--- config.mk ---
export PLATFORM = sky130hd
export DESIGN_NAME = core_add_and_bit_exec_unit
export DESIGN_NICKNAME = d
export VERILOG_FILES = /design/src/logic/core_exec_pkg.sv /design/src/logic/core_add_and_bit_exec_unit.sv
export SDC_FILE = /design/constraint.sdc
export NUM_CORES = 1
export LEC_CHECK = 0
export BUFFER_PORTS_ARGS = -buffer_cell sky130_fd_sc_hd__buf_2
export CAP_MARGIN = 10
export CORE_ASPECT_RATIO = 0.9
export CORE_MARGIN = 2
export CORE_UTILIZATION = 40
export CTS_CLUSTER_SIZE = 16
export DETAILED_ROUTE_END_ITERATION = 12
export PLACE_DENSITY = 0.79
export SYNTH_ARGS = -nofsm -noshare
export SYNTH_HDL_FRONTEND = slang
export SYNTH_SLANG_ARGS = --single-unit
--- constraint.sdc ---
create_clock -name clk -period 3.45 [get_ports clk]
set_input_delay 0 -clock clk [delete_from_list [all_inputs] [get_ports clk]]
set_output_delay 0 -clock clk [all_outputs]
set_load 0.1 [all_outputs]
--- src/logic/core_exec_pkg.sv ---
// package: instruction encodings, carriers and register map of the add/bit execution unit
package core_exec_pkg;

    // instruction kinds understood by the unit
    typedef enum logic [2:0] {
        NO_OPERATION,
        ADD_IMMEDIATE_TO_ACC,
        ADD_ACC_AND_FILE,
        MASK_IMMEDIATE_WITH_ACC,
        MASK_ACC_WITH_FILE,
        FILE_BIT_CLEAR_OP,
        FILE_BIT_SET_OP,
        TEST_BIT_SKIP_ON_ZERO
    } op_type;

    // one decoded instruction as handed over by the decoder
    typedef struct packed {
        op_type op;
        logic [6:0] fileAddr;
        logic [2:0] bitSel;
        logic dest;
        logic [7:0] literal;
    } instr_type;

    // write-back request towards the data register file
    typedef struct packed {
        logic en;
        logic [6:0] addr;
        logic [7:0] data;
    } file_wr_type;

    // destination operand encoding
    localparam logic DEST_ACC = 1'b0;

    // status flag positions inside the flag vector
    localparam int FLAG_C = 0;
    localparam int FLAG_NIB = 1;
    localparam int FLAG_Z = 2;
    localparam int FLAG_W = 3;

    // carry positions of the adder
    localparam int CARRY_BIT = 8;
    localparam int NIBBLE_CARRY_BIT = 4;

    // apb register byte addresses
    localparam int APB_ADDR_W = 8;
    localparam logic [APB_ADDR_W-1:0] ADDR_CTRL = 8'h00;
    localparam logic [APB_ADDR_W-1:0] ADDR_ACC = 8'h04;
    localparam logic [APB_ADDR_W-1:0] ADDR_FLAGS = 8'h08;

    // reset values
    localparam logic CTRL_ENABLE_RESET = 1'b1;
    localparam logic [7:0] ACC_RESET = 8'h00;
    localparam logic [FLAG_W-1:0] FLAGS_RESET = 3'h0;
    localparam logic [31:0] RDATA_ZERO = 32'h0000_0000;

endpackage : core_exec_pkg

--- src/logic/core_add_and_bit_exec_unit.sv ---
// add, mask and bit-manipulation execution unit with apb access to its state
//
// Summary of operation
// - immediate add into accumulator, updates all flags
// - accumulator plus file register, updates all flags
// - destination bit picks accumulator or file register
// - bit clear in file register, flags untouched
// - bit set in file register, flags untouched
// - immediate mask into accumulator, only Z changes
// - accumulator masked with file, routed, only Z
// - tested bit one: next instruction runs, flags kept
// - tested bit zero: next instruction becomes no-op
//
// The register offsets and register access over APB were left to the implementer.
`timescale 1ns/100ps

module core_add_and_bit_exec_unit (
    input wire logic clk,
    input wire logic rst,
    input wire logic instrValid,
    input wire core_exec_pkg::instr_type instr,
    input wire logic [7:0] fileRdData,
    output core_exec_pkg::file_wr_type fileWr,
    output logic skipNext,
    output logic [7:0] acc,
    output logic [core_exec_pkg::FLAG_W-1:0] flags,
    input wire logic psel,
    input wire logic penable,
    input wire logic pwrite,
    input wire logic [core_exec_pkg::APB_ADDR_W-1:0] paddr,
    input wire logic [31:0] pwdata,
    output logic [31:0] prdata,
    output logic pready,
    output logic pslverr
);

    ////////////////////////////////////////////////////////////////////////////
    // state
    logic [7:0] acc_reg; // accumulator
    logic [core_exec_pkg::FLAG_W-1:0] flags_reg; // carry, nibble_out_flag, zero
    logic enable_reg; // software run enable
    logic squash_reg; // next valid instruction is to be dropped
    logic skipNext_reg; // pulse telling the sequencer a skip was taken
    core_exec_pkg::file_wr_type fileWr_reg; // registered write-back
    logic [31:0] prdata_reg;
    logic pready_reg;
    logic pslverr_reg;

    ////////////////////////////////////////////////////////////////////////////
    // decode and datapath
    logic exec; // instruction really executes this cycle
    logic isFileSrc; // operand comes from the file register
    logic [7:0] operand;
    logic [8:0] sum9; // full sum, bit 8 is carry out of bit 7
    logic [4:0] nib5; // low nibble sum, bit 4 is carry out of bit 3
    logic [7:0] bitMask;
    logic [7:0] result;
    logic toAcc; // result lands in the accumulator
    logic toFile; // result written back to the file register
    logic arith; // carry flags follow
    logic logical; // zero flag follows
    logic skipTaken;
    logic apbAccess;
    logic apbWrite;
    logic addrHit;

    // a dropped slot still takes one cycle, which is how the skip costs two
    assign exec = instrValid && enable_reg && !squash_reg;
    assign isFileSrc = instr.op == core_exec_pkg::ADD_ACC_AND_FILE
        || instr.op == core_exec_pkg::MASK_ACC_WITH_FILE;
    assign operand = isFileSrc ? fileRdData : instr.literal;
    assign sum9 = {1'b0, acc_reg} + {1'b0, operand};
    assign nib5 = {1'b0, acc_reg[3:0]} + {1'b0, operand[3:0]};
    assign bitMask = 8'h01 << instr.bitSel;
    assign skipTaken = exec && instr.op == core_exec_pkg::TEST_BIT_SKIP_ON_ZERO
        && !fileRdData[instr.bitSel];

    // result and routing per instruction
    always_comb begin
        result = acc_reg;
        toAcc = 1'b0;
        toFile = 1'b0;
        arith = 1'b0;
        logical = 1'b0;
        unique case (instr.op)
            core_exec_pkg::ADD_IMMEDIATE_TO_ACC: begin
                result = sum9[7:0];
                toAcc = 1'b1;
                arith = 1'b1;
            end
            core_exec_pkg::ADD_ACC_AND_FILE: begin
                result = sum9[7:0];
                toAcc = instr.dest == core_exec_pkg::DEST_ACC;
                toFile = instr.dest != core_exec_pkg::DEST_ACC;
                arith = 1'b1;
            end
            core_exec_pkg::MASK_IMMEDIATE_WITH_ACC: begin
                result = acc_reg & operand;
                toAcc = 1'b1;
                logical = 1'b1;
            end
            core_exec_pkg::MASK_ACC_WITH_FILE: begin
                result = acc_reg & operand;
                toAcc = instr.dest == core_exec_pkg::DEST_ACC;
                toFile = instr.dest != core_exec_pkg::DEST_ACC;
                logical = 1'b1;
            end
            core_exec_pkg::FILE_BIT_CLEAR_OP: begin
                result = fileRdData & ~bitMask;
                toFile = 1'b1;
            end
            core_exec_pkg::FILE_BIT_SET_OP: begin
                result = fileRdData | bitMask;
                toFile = 1'b1;
            end
            // test and no-op touch neither the accumulator nor any flag
            core_exec_pkg::TEST_BIT_SKIP_ON_ZERO: begin
            end
            core_exec_pkg::NO_OPERATION: begin
            end
        endcase
    end

    ////////////////////////////////////////////////////////////////////////////
    // accumulator: execution wins over a same-cycle software write
    always_ff @(posedge clk) begin
        if (rst) begin
            acc_reg <= core_exec_pkg::ACC_RESET;
        end else if (exec && toAcc) begin
            acc_reg <= result;
        end else if (apbWrite && paddr == core_exec_pkg::ADDR_ACC) begin
            acc_reg <= pwdata[7:0];
        end
    end

    // status flags: carries on adds only, zero on adds and masks
    always_ff @(posedge clk) begin
        if (rst) begin
            flags_reg <= core_exec_pkg::FLAGS_RESET;
        end else if (exec && (arith || logical)) begin
            flags_reg[core_exec_pkg::FLAG_Z] <= result == 8'h00;
            if (arith) begin
                flags_reg[core_exec_pkg::FLAG_C] <= sum9[core_exec_pkg::CARRY_BIT];
                flags_reg[core_exec_pkg::FLAG_NIB] <= nib5[core_exec_pkg::NIBBLE_CARRY_BIT];
            end
        end else if (apbWrite && paddr == core_exec_pkg::ADDR_FLAGS) begin
            flags_reg <= pwdata[core_exec_pkg::FLAG_W-1:0];
        end
    end

    // file write-back, presented one cycle after execution
    always_ff @(posedge clk) begin
        if (rst) begin
            fileWr_reg <= '0;
        end else begin
            fileWr_reg.en <= exec && toFile;
            fileWr_reg.addr <= instr.fileAddr;
            fileWr_reg.data <= result;
        end
    end

    // skip: flag the sequencer and drop the next valid instruction
    always_ff @(posedge clk) begin
        if (rst) begin
            squash_reg <= 1'b0;
            skipNext_reg <= 1'b0;
        end else begin
            skipNext_reg <= skipTaken;
            if (skipTaken) begin
                squash_reg <= 1'b1;
            end else if (instrValid && squash_reg) begin
                squash_reg <= 1'b0;
            end
        end
    end

    ////////////////////////////////////////////////////////////////////////////
    // apb slave: answers in the first access cycle, no wait states
    assign apbAccess = psel && penable && pready_reg;
    assign apbWrite = apbAccess && pwrite && addrHit;
    assign addrHit = paddr == core_exec_pkg::ADDR_CTRL || paddr == core_exec_pkg::ADDR_ACC
        || paddr == core_exec_pkg::ADDR_FLAGS;

    // control register: bit 0 lets instructions execute
    always_ff @(posedge clk) begin
        if (rst) begin
            enable_reg <= core_exec_pkg::CTRL_ENABLE_RESET;
        end else if (apbWrite && paddr == core_exec_pkg::ADDR_CTRL) begin
            enable_reg <= pwdata[0];
        end
    end

    // read data and response prepared in the setup cycle
    always_ff @(posedge clk) begin
        if (rst) begin
            pready_reg <= 1'b0;
            pslverr_reg <= 1'b0;
            prdata_reg <= core_exec_pkg::RDATA_ZERO;
        end else begin
            pready_reg <= psel && !penable;
            pslverr_reg <= psel && !penable && !addrHit; // unmapped address
            prdata_reg <= core_exec_pkg::RDATA_ZERO;
            if (psel && !penable && !pwrite) begin
                unique case (paddr)
                    core_exec_pkg::ADDR_CTRL: prdata_reg[0] <= enable_reg;
                    core_exec_pkg::ADDR_ACC: prdata_reg[7:0] <= acc_reg;
                    core_exec_pkg::ADDR_FLAGS: prdata_reg[core_exec_pkg::FLAG_W-1:0] <= flags_reg;
                    default: prdata_reg <= core_exec_pkg::RDATA_ZERO;
                endcase
            end
        end
    end

    assign acc = acc_reg;
    assign flags = flags_reg;
    assign fileWr = fileWr_reg;
    assign skipNext = skipNext_reg;
    assign prdata = prdata_reg;
    assign pready = pready_reg;
    assign pslverr = pslverr_reg;

    ////////////////////////////////////////////////////////////////////////////
    // checks
    add_imm_acc_a: assert property (@(posedge clk) disable iff (rst)
        exec && instr.op == core_exec_pkg::ADD_IMMEDIATE_TO_ACC
        |=> acc_reg == 8'($past(acc_reg) + $past(instr.literal)))
        else $error("immediate add result wrong");

    add_file_carry_a: assert property (@(posedge clk) disable iff (rst)
        exec && instr.op == core_exec_pkg::ADD_ACC_AND_FILE
        |=> flags_reg[core_exec_pkg::FLAG_C]
            == (9'($past(acc_reg)) + 9'($past(fileRdData)) > 9'h0FF))
        else $error("file add carry wrong");

    dest_file_route_a: assert property (@(posedge clk) disable iff (rst)
        exec && isFileSrc && instr.dest != core_exec_pkg::DEST_ACC
            && !(apbWrite && paddr == core_exec_pkg::ADDR_ACC)
        |=> fileWr_reg.en && fileWr_reg.addr == $past(instr.fileAddr) && $stable(acc_reg))
        else $error("destination routing wrong");

    bit_clear_a: assert property (@(posedge clk) disable iff (rst)
        exec && instr.op == core_exec_pkg::FILE_BIT_CLEAR_OP
            && !(apbWrite && paddr == core_exec_pkg::ADDR_FLAGS)
        |=> fileWr_reg.en && !fileWr_reg.data[$past(instr.bitSel)] && $stable(flags_reg))
        else $error("bit clear wrong");

    bit_set_a: assert property (@(posedge clk) disable iff (rst)
        exec && instr.op == core_exec_pkg::FILE_BIT_SET_OP
        |=> fileWr_reg.data == ($past(fileRdData) | (8'h01 << $past(instr.bitSel))))
        else $error("bit set wrong");

    mask_carry_keep_a: assert property (@(posedge clk) disable iff (rst)
        exec && logical
        |=> $stable(flags_reg[core_exec_pkg::FLAG_C]) && $stable(flags_reg[core_exec_pkg::FLAG_NIB]))
        else $error("mask changed carry flags");

    test_set_runs_a: assert property (@(posedge clk) disable iff (rst)
        exec && instr.op == core_exec_pkg::TEST_BIT_SKIP_ON_ZERO && fileRdData[instr.bitSel]
            && !(apbWrite && paddr == core_exec_pkg::ADDR_FLAGS)
        |=> !skipNext_reg && !squash_reg && $stable(flags_reg))
        else $error("set bit caused a skip");

    test_clr_skips_a: assert property (@(posedge clk) disable iff (rst)
        skipTaken |=> skipNext_reg && !exec ##1 !skipNext_reg)
        else $error("clear bit did not skip");

    zero_flag_a: assert property (@(posedge clk) disable iff (rst)
        exec && toAcc && (arith || logical)
        |=> flags_reg[core_exec_pkg::FLAG_Z] == (acc_reg == 8'h00))
        else $error("zero flag wrong");

endmodule : core_add_and_bit_exec_unit

### Word level (Yosys, flattened, before mapping)

Cells that the tools add are included.

| operators by class | value |
|---|---|
| eq/ne operators | 10 |
| order comparisons | 1 |
| muxes and demuxes | 17 |
| bitwise logic cells | 7 |
| $add $sub $neg | 2 |
| reduce and logical (&&, ||, !) cells | 40 |
| shift operators | 1 |

Operators by type and width:

| operator | count |
|---|---|
| 8-bit one-hot mux with 4 select lines | 1 |
| 8-bit 2-to-1 mux | 3 |
| 1-bit logical AND | 18 |
| 8-bit AND | 2 |
| 8-bit zero test | 2 |
| 3-bit equality test, second input constant | 4 |
| 2-bit OR reduction | 6 |
| 8-bit by 8-bit adder with 9-bit output | 1 |
| 8-bit by 3-bit equality test with 1-bit output, second input constant | 1 |
| 8-bit by 4-bit equality test with 1-bit output, second input constant | 1 |
| 8-bit NOT | 1 |
| 8-bit OR | 1 |
| 1-bit by 3-bit << shifter with 8-bit output, first input constant | 1 |
| 3-bit by 2-bit equality test with 1-bit output, second input constant | 2 |
| 3-bit 2-to-1 mux | 2 |
| 2-bit nonzero test | 3 |
| 4-bit by 4-bit adder with 5-bit output | 1 |
| 1-bit zero test | 5 |
| 1-bit 2-to-1 mux | 5 |
| 1-bit logical OR | 4 |
| 3-bit by 4-bit less-than comparator with 1-bit output, second input constant | 1 |
| 1-bit one-hot mux with 2 select lines | 2 |
| 2-bit one-hot mux with 2 select lines | 1 |
| 1-bit binary-select mux with 3-bit select | 1 |
| 7 further kinds | 9 |

| word-level totals | value |
|---|---|
| output and inout port bits | 62 |
| input bits | 76 |
| bits in registers | 64 |
| logic and storage cells | 92 |

### Logic depth before layout (Yosys ltp)

Gate-level depths: netlist of the first run.

| depth | value |
|---|---|
| depth after elaboration | 7 |
| gate-level depth with buffers | 15 |
| depth with buffers taken out | 13 |

### Least setup slack after synthesis of the first run

No wires, ideal clock.

| timing path | value |
|---|---|
| path type | register to register |
| start point | reg acc_reg[0] (netlist: acc[0]) |
| end point | reg flags_reg, in the netlist flags[2] |
| arrival | 3.027 ns |
| stages on the path, launching flop included | 10 |
| buffers on the path | 0 |
| data required time | 3.391 ns |
| setup time | 0.059 ns |
| path slack | 0.364 ns |
| period minus slack after synthesis | 3.086 ns |
| path through | dfxtp_1 ha_1 inv_1 fa_1 nor2_1 a221o_1 a222oi_1 nand2_1 nor4_2 a31o_1 |

| on the way | value |
|---|---|
| longest elaborated chain between the ends | 4 |
| elaborated cells between the ends (all ways) | 5 |
| classes of those cells | 1 x add/sub; 2 x mux; 1 x bitwise; 1 x reduce/logical |

RTL lines:

| what | line | source |
|---|---|---|
| start, declared | core_add_and_bit_exec_unit.sv:39 | `logic [7:0] acc_reg;` |
| start signal, assigned | core_add_and_bit_exec_unit.sv:128 | `acc_reg <= core_exec_pkg::ACC_RESET;` |
| start signal, assigned | core_add_and_bit_exec_unit.sv:130 | `acc_reg <= result;` |
| start signal, assigned | core_add_and_bit_exec_unit.sv:132 | `acc_reg <= pwdata[7:0];` |
| 8-bit by 8-bit adder with 9-bit output / 8-bit AND (equally long branches) | core_add_and_bit_exec_unit.sv:72, core_add_and_bit_exec_unit.sv:98, core_add_and_bit_exec_unit.sv:103 |  |
| 8-bit one-hot mux with 4 select lines (*) | core_add_and_bit_exec_unit.sv:85 | `unique case (instr.op)` |
| 8-bit zero test (*) | core_add_and_bit_exec_unit.sv:141 | `flags_reg[core_exec_pkg::FLAG_Z] <= result == 8'h00;` |
| 3-bit 2-to-1 mux (*) | core_add_and_bit_exec_unit.sv:140 | `end else if (exec && (arith \|\| logical)) begin` |
| end signal, assigned | core_add_and_bit_exec_unit.sv:139 | `flags_reg <= core_exec_pkg::FLAGS_RESET;` |
| end signal, assigned by index | core_add_and_bit_exec_unit.sv:143 | `flags_reg[core_exec_pkg::FLAG_C] <= sum9[core_exec_pkg::CARRY_BIT];` |
| end signal, assigned by index | core_add_and_bit_exec_unit.sv:144 | `flags_reg[core_exec_pkg::FLAG_NIB] <= nib5[core_exec_pkg::NIBBLE_CARRY_BIT];` |
| end, declared | core_add_and_bit_exec_unit.sv:40 | `logic [core_exec_pkg::FLAG_W-1:0] flags_reg;` |

Every way passes the cells marked *; elsewhere a longest branch is shown, timed or not.
A chain may end at the register's enable or synchronous reset.

### Worst setup path after layout of the first run

Ends and elaborated chain as after synthesis.

==> qor.yml, run 1 <==
outcome:
  status: "finished, final reports clean"
power:
  intPower_mw: 0.859
  vdd_drop_max_mv: 0.208
  switchingPower_mw: 0.625
  clock_power_share_pct: 24.9
  pwr-share-comb_pct: 41.4
  cellPowerDensity_mw_per_mm2: 431
  power_frac_seq_pct: 33.7
  p_leak_nw: 1.54
  power.total_mw: 1.48
  swShare_pct: 42.1
final_layout:
  diodes: 0
  final_common_cell: "buf_2"
  drive_gt1_share_pct: 28.8
  final_cell_mix: "buf_2 (89), nor2_1 (42), dfxtp_1 (40)"
  largest_register_ffs: 16
  layout.nets: 522
  area_growth_pct: 22.8
floorplanning:
  die_h_um: 83.4
  rows: 28
  core_mm2: 0.00669
  dieWidth_um: 92.3
  initial_core_util_pct: 41.9
  num_io_pins: 138
  die_area_mm2: 0.00770
synth:
  synthCells: 342
  synth_seq_area_share_pct: 28.6
  synthFlopType: "dfxtp_1"
  syn_avg_cell_area_um2: 8.20
  ys_types: 60
  synth_seq_cells: 40
  synth_edf_count: 0
  ys_warn_count: 0
  ys_async_sr_fraction_pct: 0
  netlist_area_mm2: 0.00280
global_route:
  grt-busiest-layer: "met2"
  grtUsageMet2_pct: 36.4
  grt_pass1_vias: 2618
  met1_usage_pct: 26.3
  grt_usage_pct: 20.7
  grt_max_degree: 33
  use_met3_pct: 3.36
  antenna_found_initial: 0
  overflow: 0
  grt_first_pass_wirelength_um: 12800
cts:
  insertion_delay_ns: 0.29
  post-cts-setup-buffer-count: 0
  cts_resized: 0
  cts_hold_buf: 8
  clockBufferDepth: 2
  cts_buffers: 5
  h-tree-depth: 2
  clock_sinks: 40
  cts_tree: "done"
  cts_root_buf: "clkbuf_8"
  path_clk_slew_ns: 0.07
hold_path:
  worst_hold_path_type: "input port to register"
timing:
  worst_pin_slew_ns: 1.12
  period_needed_ns: 2.70
  fmax_mhz: 370
  finClkSkew_ns: 0.00526
  slew_violations: 0
  slew_headroom_pct: 25.0
  grt_setup_unrepaired: "false"
  setup_tns_ns: 0
  setup_viol: 0
  post-route-period-util_pct: 78.4
  hold_viol_final: 0
routing:
  wl_um: 7950
  wl_per_cell_um: 15.1
  dr.pass1.iters: 4
  drc_errors: 0
  avgViaCountPerCell: 5.28
  via_count: 2787
  first_iter_violations: 169
  postRouteAntennaNets: 0
worst_setup_path:
  cp.required_ns: 3.69
  crit_type: "register to register"
  crit_fanout: 5
  worstSetupEndpointType: "register"
  cp-start-kind: "register"
  worstPathArrival_ns: 2.94
flow_run:
  cap_viol_max_count: 0
placement:
  dp_hpwl_um: 6180
  gp_congestion: 0.847
  io_buffers: 89
## area by class of cell
class / count / area (um^2)
multi-input cells: 274 / 1790
clock buffers: 6 / 72.6
fillers: 647 / 3250
well taps: 90 / 113
flip-flops and latches: 40 / 801
repair buffers: 107 / 601
inverters: 9 / 33.8
clock inverters: 2 / 35.0
## metal layers
layer  vias up  part of all wire, %
met5         -                    0
met4         0                  1.7
met3        13                  7.8
met2       116                   48
met1      1288                   43
li1       1370                    -
## critical path, cell delays in order (launching register included)
cell and delay [ns]:
dfxtp_1 0.47, ha_1 0.24, inv_1 0.06, fa_1 0.48
nor2_1 0.05, a221o_1 0.35, a222oi_1 0.37, buf_4 0.19
nand2_1 0.06, nor4_2 0.20, a31o_1 0.16
## final timing paths
path | start | end | slack [ns] | cells past startpoint
setup / recovery | acc[0]$_SDFFE_PP0P_ | flags[2]$_SDFFE_PP0P_ | 0.75 | 10
hold / removal | pwdata[0] | enable_reg$_SDFFE_PP1P_ | 0.01 | 3
setup reg to reg | acc[0]$_SDFFE_PP0P_ | flags[2]$_SDFFE_PP0P_ | 0.75 | 10
hold reg to reg | squash_reg$_SDFFE_PP0P_ | squash_reg$_SDFFE_PP0P_ | 0.48 | 1
## cell families (layout without fill, tap and decap cells)
family	count (synthesis)	in the layout	share of synthesized area, %
AND/OR/NAND/NOR	130	130	24.7
XOR/XNOR	5	5	1.56
AO/OA/AOI/OAI	80	80	19.4
adder cells (fa/ha/maj)	9	9	4.28
other	1	24	0.134
flip-flops	40	40	28.6
buffers and inverters	51	124	10.8
multiplexers	26	26	10.6
## power by group through the flow
| stage | logic (mW) | registers [mW] | clock network [mW] |
|---|---|---|---|
| 6_report | 0.615 | 0.500 | 0.370 |
| 5_1_grt | 0.651 | 0.502 | 0.397 |
| 4_1_cts | 0.612 | 0.499 | 0.376 |
| 3_5_place_dp | 0.603 | 0.510 | 0 |
| 3_3_place_gp | 0.598 | 0.510 | 0 |
| 2_1_floorplan | 0.334 | 0.674 | 0 |
## Yosys cell counts (all sizes together) (2+ instances only)
cell	instances	area share, %
clkbuf	8	1.1
mux2	10	4.0
a221o	3	1.1
ha	8	3.6
o211ai	3	0.80
nand2	13	1.7
or3b	3	0.94
and4	2	0.71
a221oi	3	0.94
nor3	9	1.6
mux4	2	1.6
nand3	5	0.89
a21o	2	0.54
a31oi	2	0.45
nor2	43	5.8
a22oi	5	1.3
xnor2	5	1.6
inv	9	1.2
or2	2	0.45
nor4	3	0.89
nand3b	4	1.1
a21oi	18	3.2
dfxtp	40	29
mux2i	14	5.0
nor2b	24	5.4
and2	4	0.89
a311oi	2	0.62
o21ai	16	2.9
buf	34	8.5
nand2b	11	2.5
a211oi	10	2.7
o22ai	2	0.45
or3	2	0.45
a31o	3	0.94
## through the flow
stage | cells | setup WS (ns) | hold slack (ns) | instance area (um^2) | util (%)
global placement | 512 | 0.535 | 0.207 | 3250 | 48.6
global route | 528 | 0.530 | 0.0122 | 3440 | 51.4
CTS | 528 | 0.749 | 0.00499 | 3440 | 51.4
floorplan | 365 | 0.364 | 0.128 | 2890 | -
detailed placement | 512 | 0.482 | 0.220 | 3250 | 48.6
finish | 528 | 0.746 | 0.0138 | 3440 | 51.4
No activity file was read; power rests on OpenSTA's default activity.
==> inputs of run 2 (changes only) <==
--- a/config.mk
+++ b/config.mk
@@ -5,6 +5,7 @@
 export SDC_FILE = /design/constraint.sdc
 export NUM_CORES = 1
 export LEC_CHECK = 0
+export ABC_AREA = 1
 export BUFFER_PORTS_ARGS = -buffer_cell sky130_fd_sc_hd__buf_2
 export CAP_MARGIN = 10
 export CORE_ASPECT_RATIO = 0.9
@@ -12,7 +13,7 @@
 export CORE_UTILIZATION = 40
 export CTS_CLUSTER_SIZE = 16
 export DETAILED_ROUTE_END_ITERATION = 12
-export PLACE_DENSITY = 0.79
+export PLACE_DENSITY = 0.83
 export SYNTH_ARGS = -nofsm -noshare
 export SYNTH_HDL_FRONTEND = slang
 export SYNTH_SLANG_ARGS = --single-unit
==> constraint.sdc (replaced) <==
create_clock -name clk -period 2.25 [get_ports clk]
set_input_delay 0 -clock clk [delete_from_list [all_inputs] [get_ports clk]]
set_output_delay 0 -clock clk [all_outputs]
set_load 0.1 [all_outputs]
==> run 2 against run 1 <==
First-iteration DRC count fell by 15%; sequential cell count did not move; utilization rose by 1.6 points; sequential power rose by 52%; register-to-register slack got worse by 0.50 ns.
==> qor.yml, run 2 <==
worst_setup_path:
  worstPathArrival_ns: 2.24  # was 2.94 ns
  cp-start-kind: "register"  # unchanged
  crit_type: "register to register"  # unchanged
  r2r_end: "flags[2]$_SDFFE_PP0P_"  # unchanged
  rrSetupSlack_ns: 0.24  # was 0.75 ns
  rr_startpoint: "acc[0]$_SDFFE_PP0P_"  # unchanged
  worstSetupEndpointType: "register"  # unchanged
  crit_fanout: 5  # unchanged
  cp.required_ns: 2.49  # was 3.69 ns
  rr_worst_depth: 13  # was 10
synth:
  synth_most_common_cell: "nand2_1"  # was nor2_1
  synth_seq_cells: 40  # unchanged
  netlist.area_leader.share_pct: 30.0  # was 28.6%
  synth.largest_area_cell: "dfxtp_1"  # unchanged
  netlist_top_cells_count: "nand2_1 (118), nor2_1 (61), inv_1 (57)"  # was nor2_1 (42), dfxtp_1 (40), buf_4 (25)
  synth_area_leaders: "dfxtp_1 (30%), nand2_1 (17%), nor2_1 (8.6%)"  # was dfxtp_1 (29%), buf_4 (6.7%), nor2_1 (5.6%)
  netlist_area_mm2: 0.00267  # was 0.00280 mm^2
  synthCells: 432  # was 342
  syn_avg_cell_area_um2: 6.18  # was 8.20 um^2
  synthFlopType: "dfxtp_1"  # unchanged
  ys_async_sr_fraction_pct: 0  # unchanged
  ys_warn_count: 0  # unchanged
  ys_types: 35  # was 60
  synth_seq_area_share_pct: 30.0  # was 28.6%
  synth_edf_count: 0  # unchanged
timing:
  grt_setup_unrepaired: "false"  # unchanged
  finClkSkew_ns: 0.00640  # was 0.00526 ns
  setup_viol: 0  # unchanged
  slew_violations: 0  # unchanged
  period_needed_ns: 2.01  # was 2.70 ns
  slew_headroom_pct: 64.0  # was 25.0%
  post-route-period-util_pct: 89.1  # was 78.4%
  hold_viol_final: 0  # unchanged
  fmax_mhz: 499  # was 370 MHz
  setup_tns_ns: 0  # unchanged
  worst_pin_slew_ns: 0.538  # was 1.12 ns
routing:
  avgViaCountPerCell: 4.71  # was 5.28
  first_iter_violations: 143  # was 169
  postRouteAntennaNets: 0  # unchanged
  wl_um: 7600  # was 7950 um
  wl_per_cell_um: 11.9  # was 15.1 um
  dr.pass1.iters: 4  # unchanged
  via_count: 2998  # was 2787
  drc_errors: 0  # unchanged
cts:
  h-tree-depth: 2  # unchanged
  insertion_delay_ns: 0.30  # was 0.29 ns
  cts_root_buf: "clkbuf_8"  # unchanged
  clockBufferDepth: 2  # unchanged
  path_clk_slew_ns: 0.08  # was 0.07 ns
  cts_tree: "done"  # unchanged
  clock_sinks: 40  # unchanged
  cts_buffers: 5  # unchanged
  post-cts-setup-buffer-count: 0  # unchanged
global_route:
  grt_pass1_vias: 2904  # was 2618
  antenna_found_initial: 0  # unchanged
  grt_first_pass_wirelength_um: 12400  # was 12800 um
  grt_max_degree: 24  # was 33
  overflow: 0  # unchanged
  grt_usage_pct: 20.7  # about the same
placement:
  gp_congestion: 0.851  # was 0.847
  io_buffers: 89  # unchanged
  dp_hpwl_um: 6020  # was 6180 um
  dp_cells: 613  # was 512
floorplanning:
  dieWidth_um: 90.1  # was 92.3 um
  rows: 28  # unchanged
  initial_core_util_pct: 41.0  # was 41.9%
  die_area_mm2: 0.00735  # was 0.00770 mm^2
  die_h_um: 81.5  # was 83.4 um
  num_io_pins: 138  # unchanged
  core_mm2: 0.00652  # was 0.00669 mm^2
hold_path:
  hold_path_end: "pslverr$_SDFF_PP0_"  # was enable_reg$_SDFFE_PP1P_
  hold_path_depth: 3  # unchanged
  worst_hold_path_type: "input port to register"  # unchanged
  min-delay-start: "paddr[3]"  # was pwdata[0]
final_layout:
  drive_gt1_share_pct: 23.8  # was 28.8%
  largest_register_ffs: 16  # unchanged
  layout.nets: 631  # was 522
  diodes: 0  # unchanged
  final_common_cell: "nand2_1"  # was buf_2
  final_cell_mix: "nand2_1 (117), buf_2 (89), nor2_1 (60)"  # was buf_2 (89), nor2_1 (42), dfxtp_1 (40)
  fill_cells: 687  # was 647
  stdcell_count: 637  # was 528
  area_growth_pct: 29.5  # was 22.8%
flow_run:
  cap_viol_max_count: 0  # unchanged
power:
  cellPowerDensity_mw_per_mm2: 621  # was 431 mW/mm^2
  swShare_pct: 43.7  # was 42.1%
  p_leak_nw: 1.93  # was 1.54 nW
  clock_power_share_pct: 24.4  # was 24.9%
  power.total_mw: 2.15  # was 1.48 mW
  power_frac_seq_pct: 35.4  # was 33.7%
  vdd_drop_max_mv: 0.366  # was 0.208 mV
  pwr-share-comb_pct: 40.2  # was 41.4%
  switchingPower_mw: 0.938  # was 0.625 mW
  intPower_mw: 1.21  # was 0.859 mW
outcome:
  status: "finished, final reports clean"  # unchanged
## run 2: stage by stage
| step | worst slack [ns] | util (%) | hold slack [ns] | instance area [um^2] |
|---|---|---|---|---|
| detailed placement | -0.0360 | 48.8 | 0.197 | 3180 |
| global route | 0.0410 | 53.1 | 0.0166 | 3460 |
| finish | 0.245 | 53.1 | 0.00730 | 3460 |
| global placement | 0.0283 | 48.8 | 0.193 | 3180 |
| CTS | 0.186 | 52.8 | 0.00227 | 3440 |
| floorplan | 0.00183 | - | 0.0870 | 2770 |
## run 2: final cells by class
type | count | area (um^2) | share of cell area [%]
timing repair buffer | 113 | 666 | 19.2
inverter | 63 | 236 | 6.84
tap | 90 | 113 | 3.26
clock buffer | 8 | 100 | 2.89
sequential | 40 | 807 | 23.3
multi-input combinational | 323 | 1540 | 44.4
## run 2: critical path, cell delays in order (launching register included)
cell     delay, ns
dfxtp_4       0.38
ha_1          0.18
inv_1         0.06
fa_2          0.52
inv_1         0.04
nand2_1       0.05
nand2_1       0.05
nor2_1        0.12
nand2_1       0.09
nor2_1        0.12
nand2_1       0.07
nor2_1        0.08
nand3_1       0.09
a21oi_2       0.11
## run 2: worst max-delay path by stage
stage               depth (start not counted)  slack, ns                    end                 from
floorplan                                  10      0.002  flags[2]$_SDFFE_PP0P_  acc[4]$_SDFFE_PP0P_
global placement                           17       0.03  flags[2]$_SDFFE_PP0P_            instr[21]
detailed placement                         20      -0.04  flags[2]$_SDFFE_PP0P_            instr[21]
CTS                                        14       0.19  flags[2]$_SDFFE_PP0P_  acc[0]$_SDFFE_PP0P_
global route                               14       0.04  flags[2]$_SDFFE_PP0P_  acc[0]$_SDFFE_PP0P_
finish                                     13       0.24  flags[2]$_SDFFE_PP0P_  acc[0]$_SDFFE_PP0P_
## run 2: power groups by stage
stage | registers (mW) | clock network, mW | logic (mW)
after CTS | 0.759 | 0.531 | 0.854
after detailed placement | 0.776 | 0 | 0.831
final | 0.759 | 0.524 | 0.863
after floorplan | 1.01 | 0 | 0.458
after global routing | 0.764 | 0.558 | 0.924
after global placement | 0.774 | 0 | 0.822
## run 2: per-layer routing
| layer | vias to the layer above | global-route usage [%] | routed length, um | part of all wire (%) |
|---|---|---|---|---|
| li1 | 1547 | - | - | - |
| met1 | 1328 | 24.2 | 3350 | 44 |
| met5 | - | 0 | 0 | 0 |
| met2 | 106 | 38.0 | 3700 | 49 |
| met3 | 17 | 3.94 | 375 | 4.9 |
| met4 | 0 | 8.46 | 169 | 2.2 |
## run 2: what timing repair did
item	CTS	global route
resized for setup	0	6
endpoints found under the setup margin	0	2
hold endpoints to repair	18	0
hold buffers	16	0
## run 2: cell families after synthesis
group	after synthesis	share of synthesized area (%)
and+or+nand+nor	242	38.5
buffers and inverters	92	16.4
AOI/OAI and AO/OA	47	10.2
DFF	40	30.0
adders and majority gates	9	4.50
xor gates and xnor gates	1	0.328
other	1	0.140
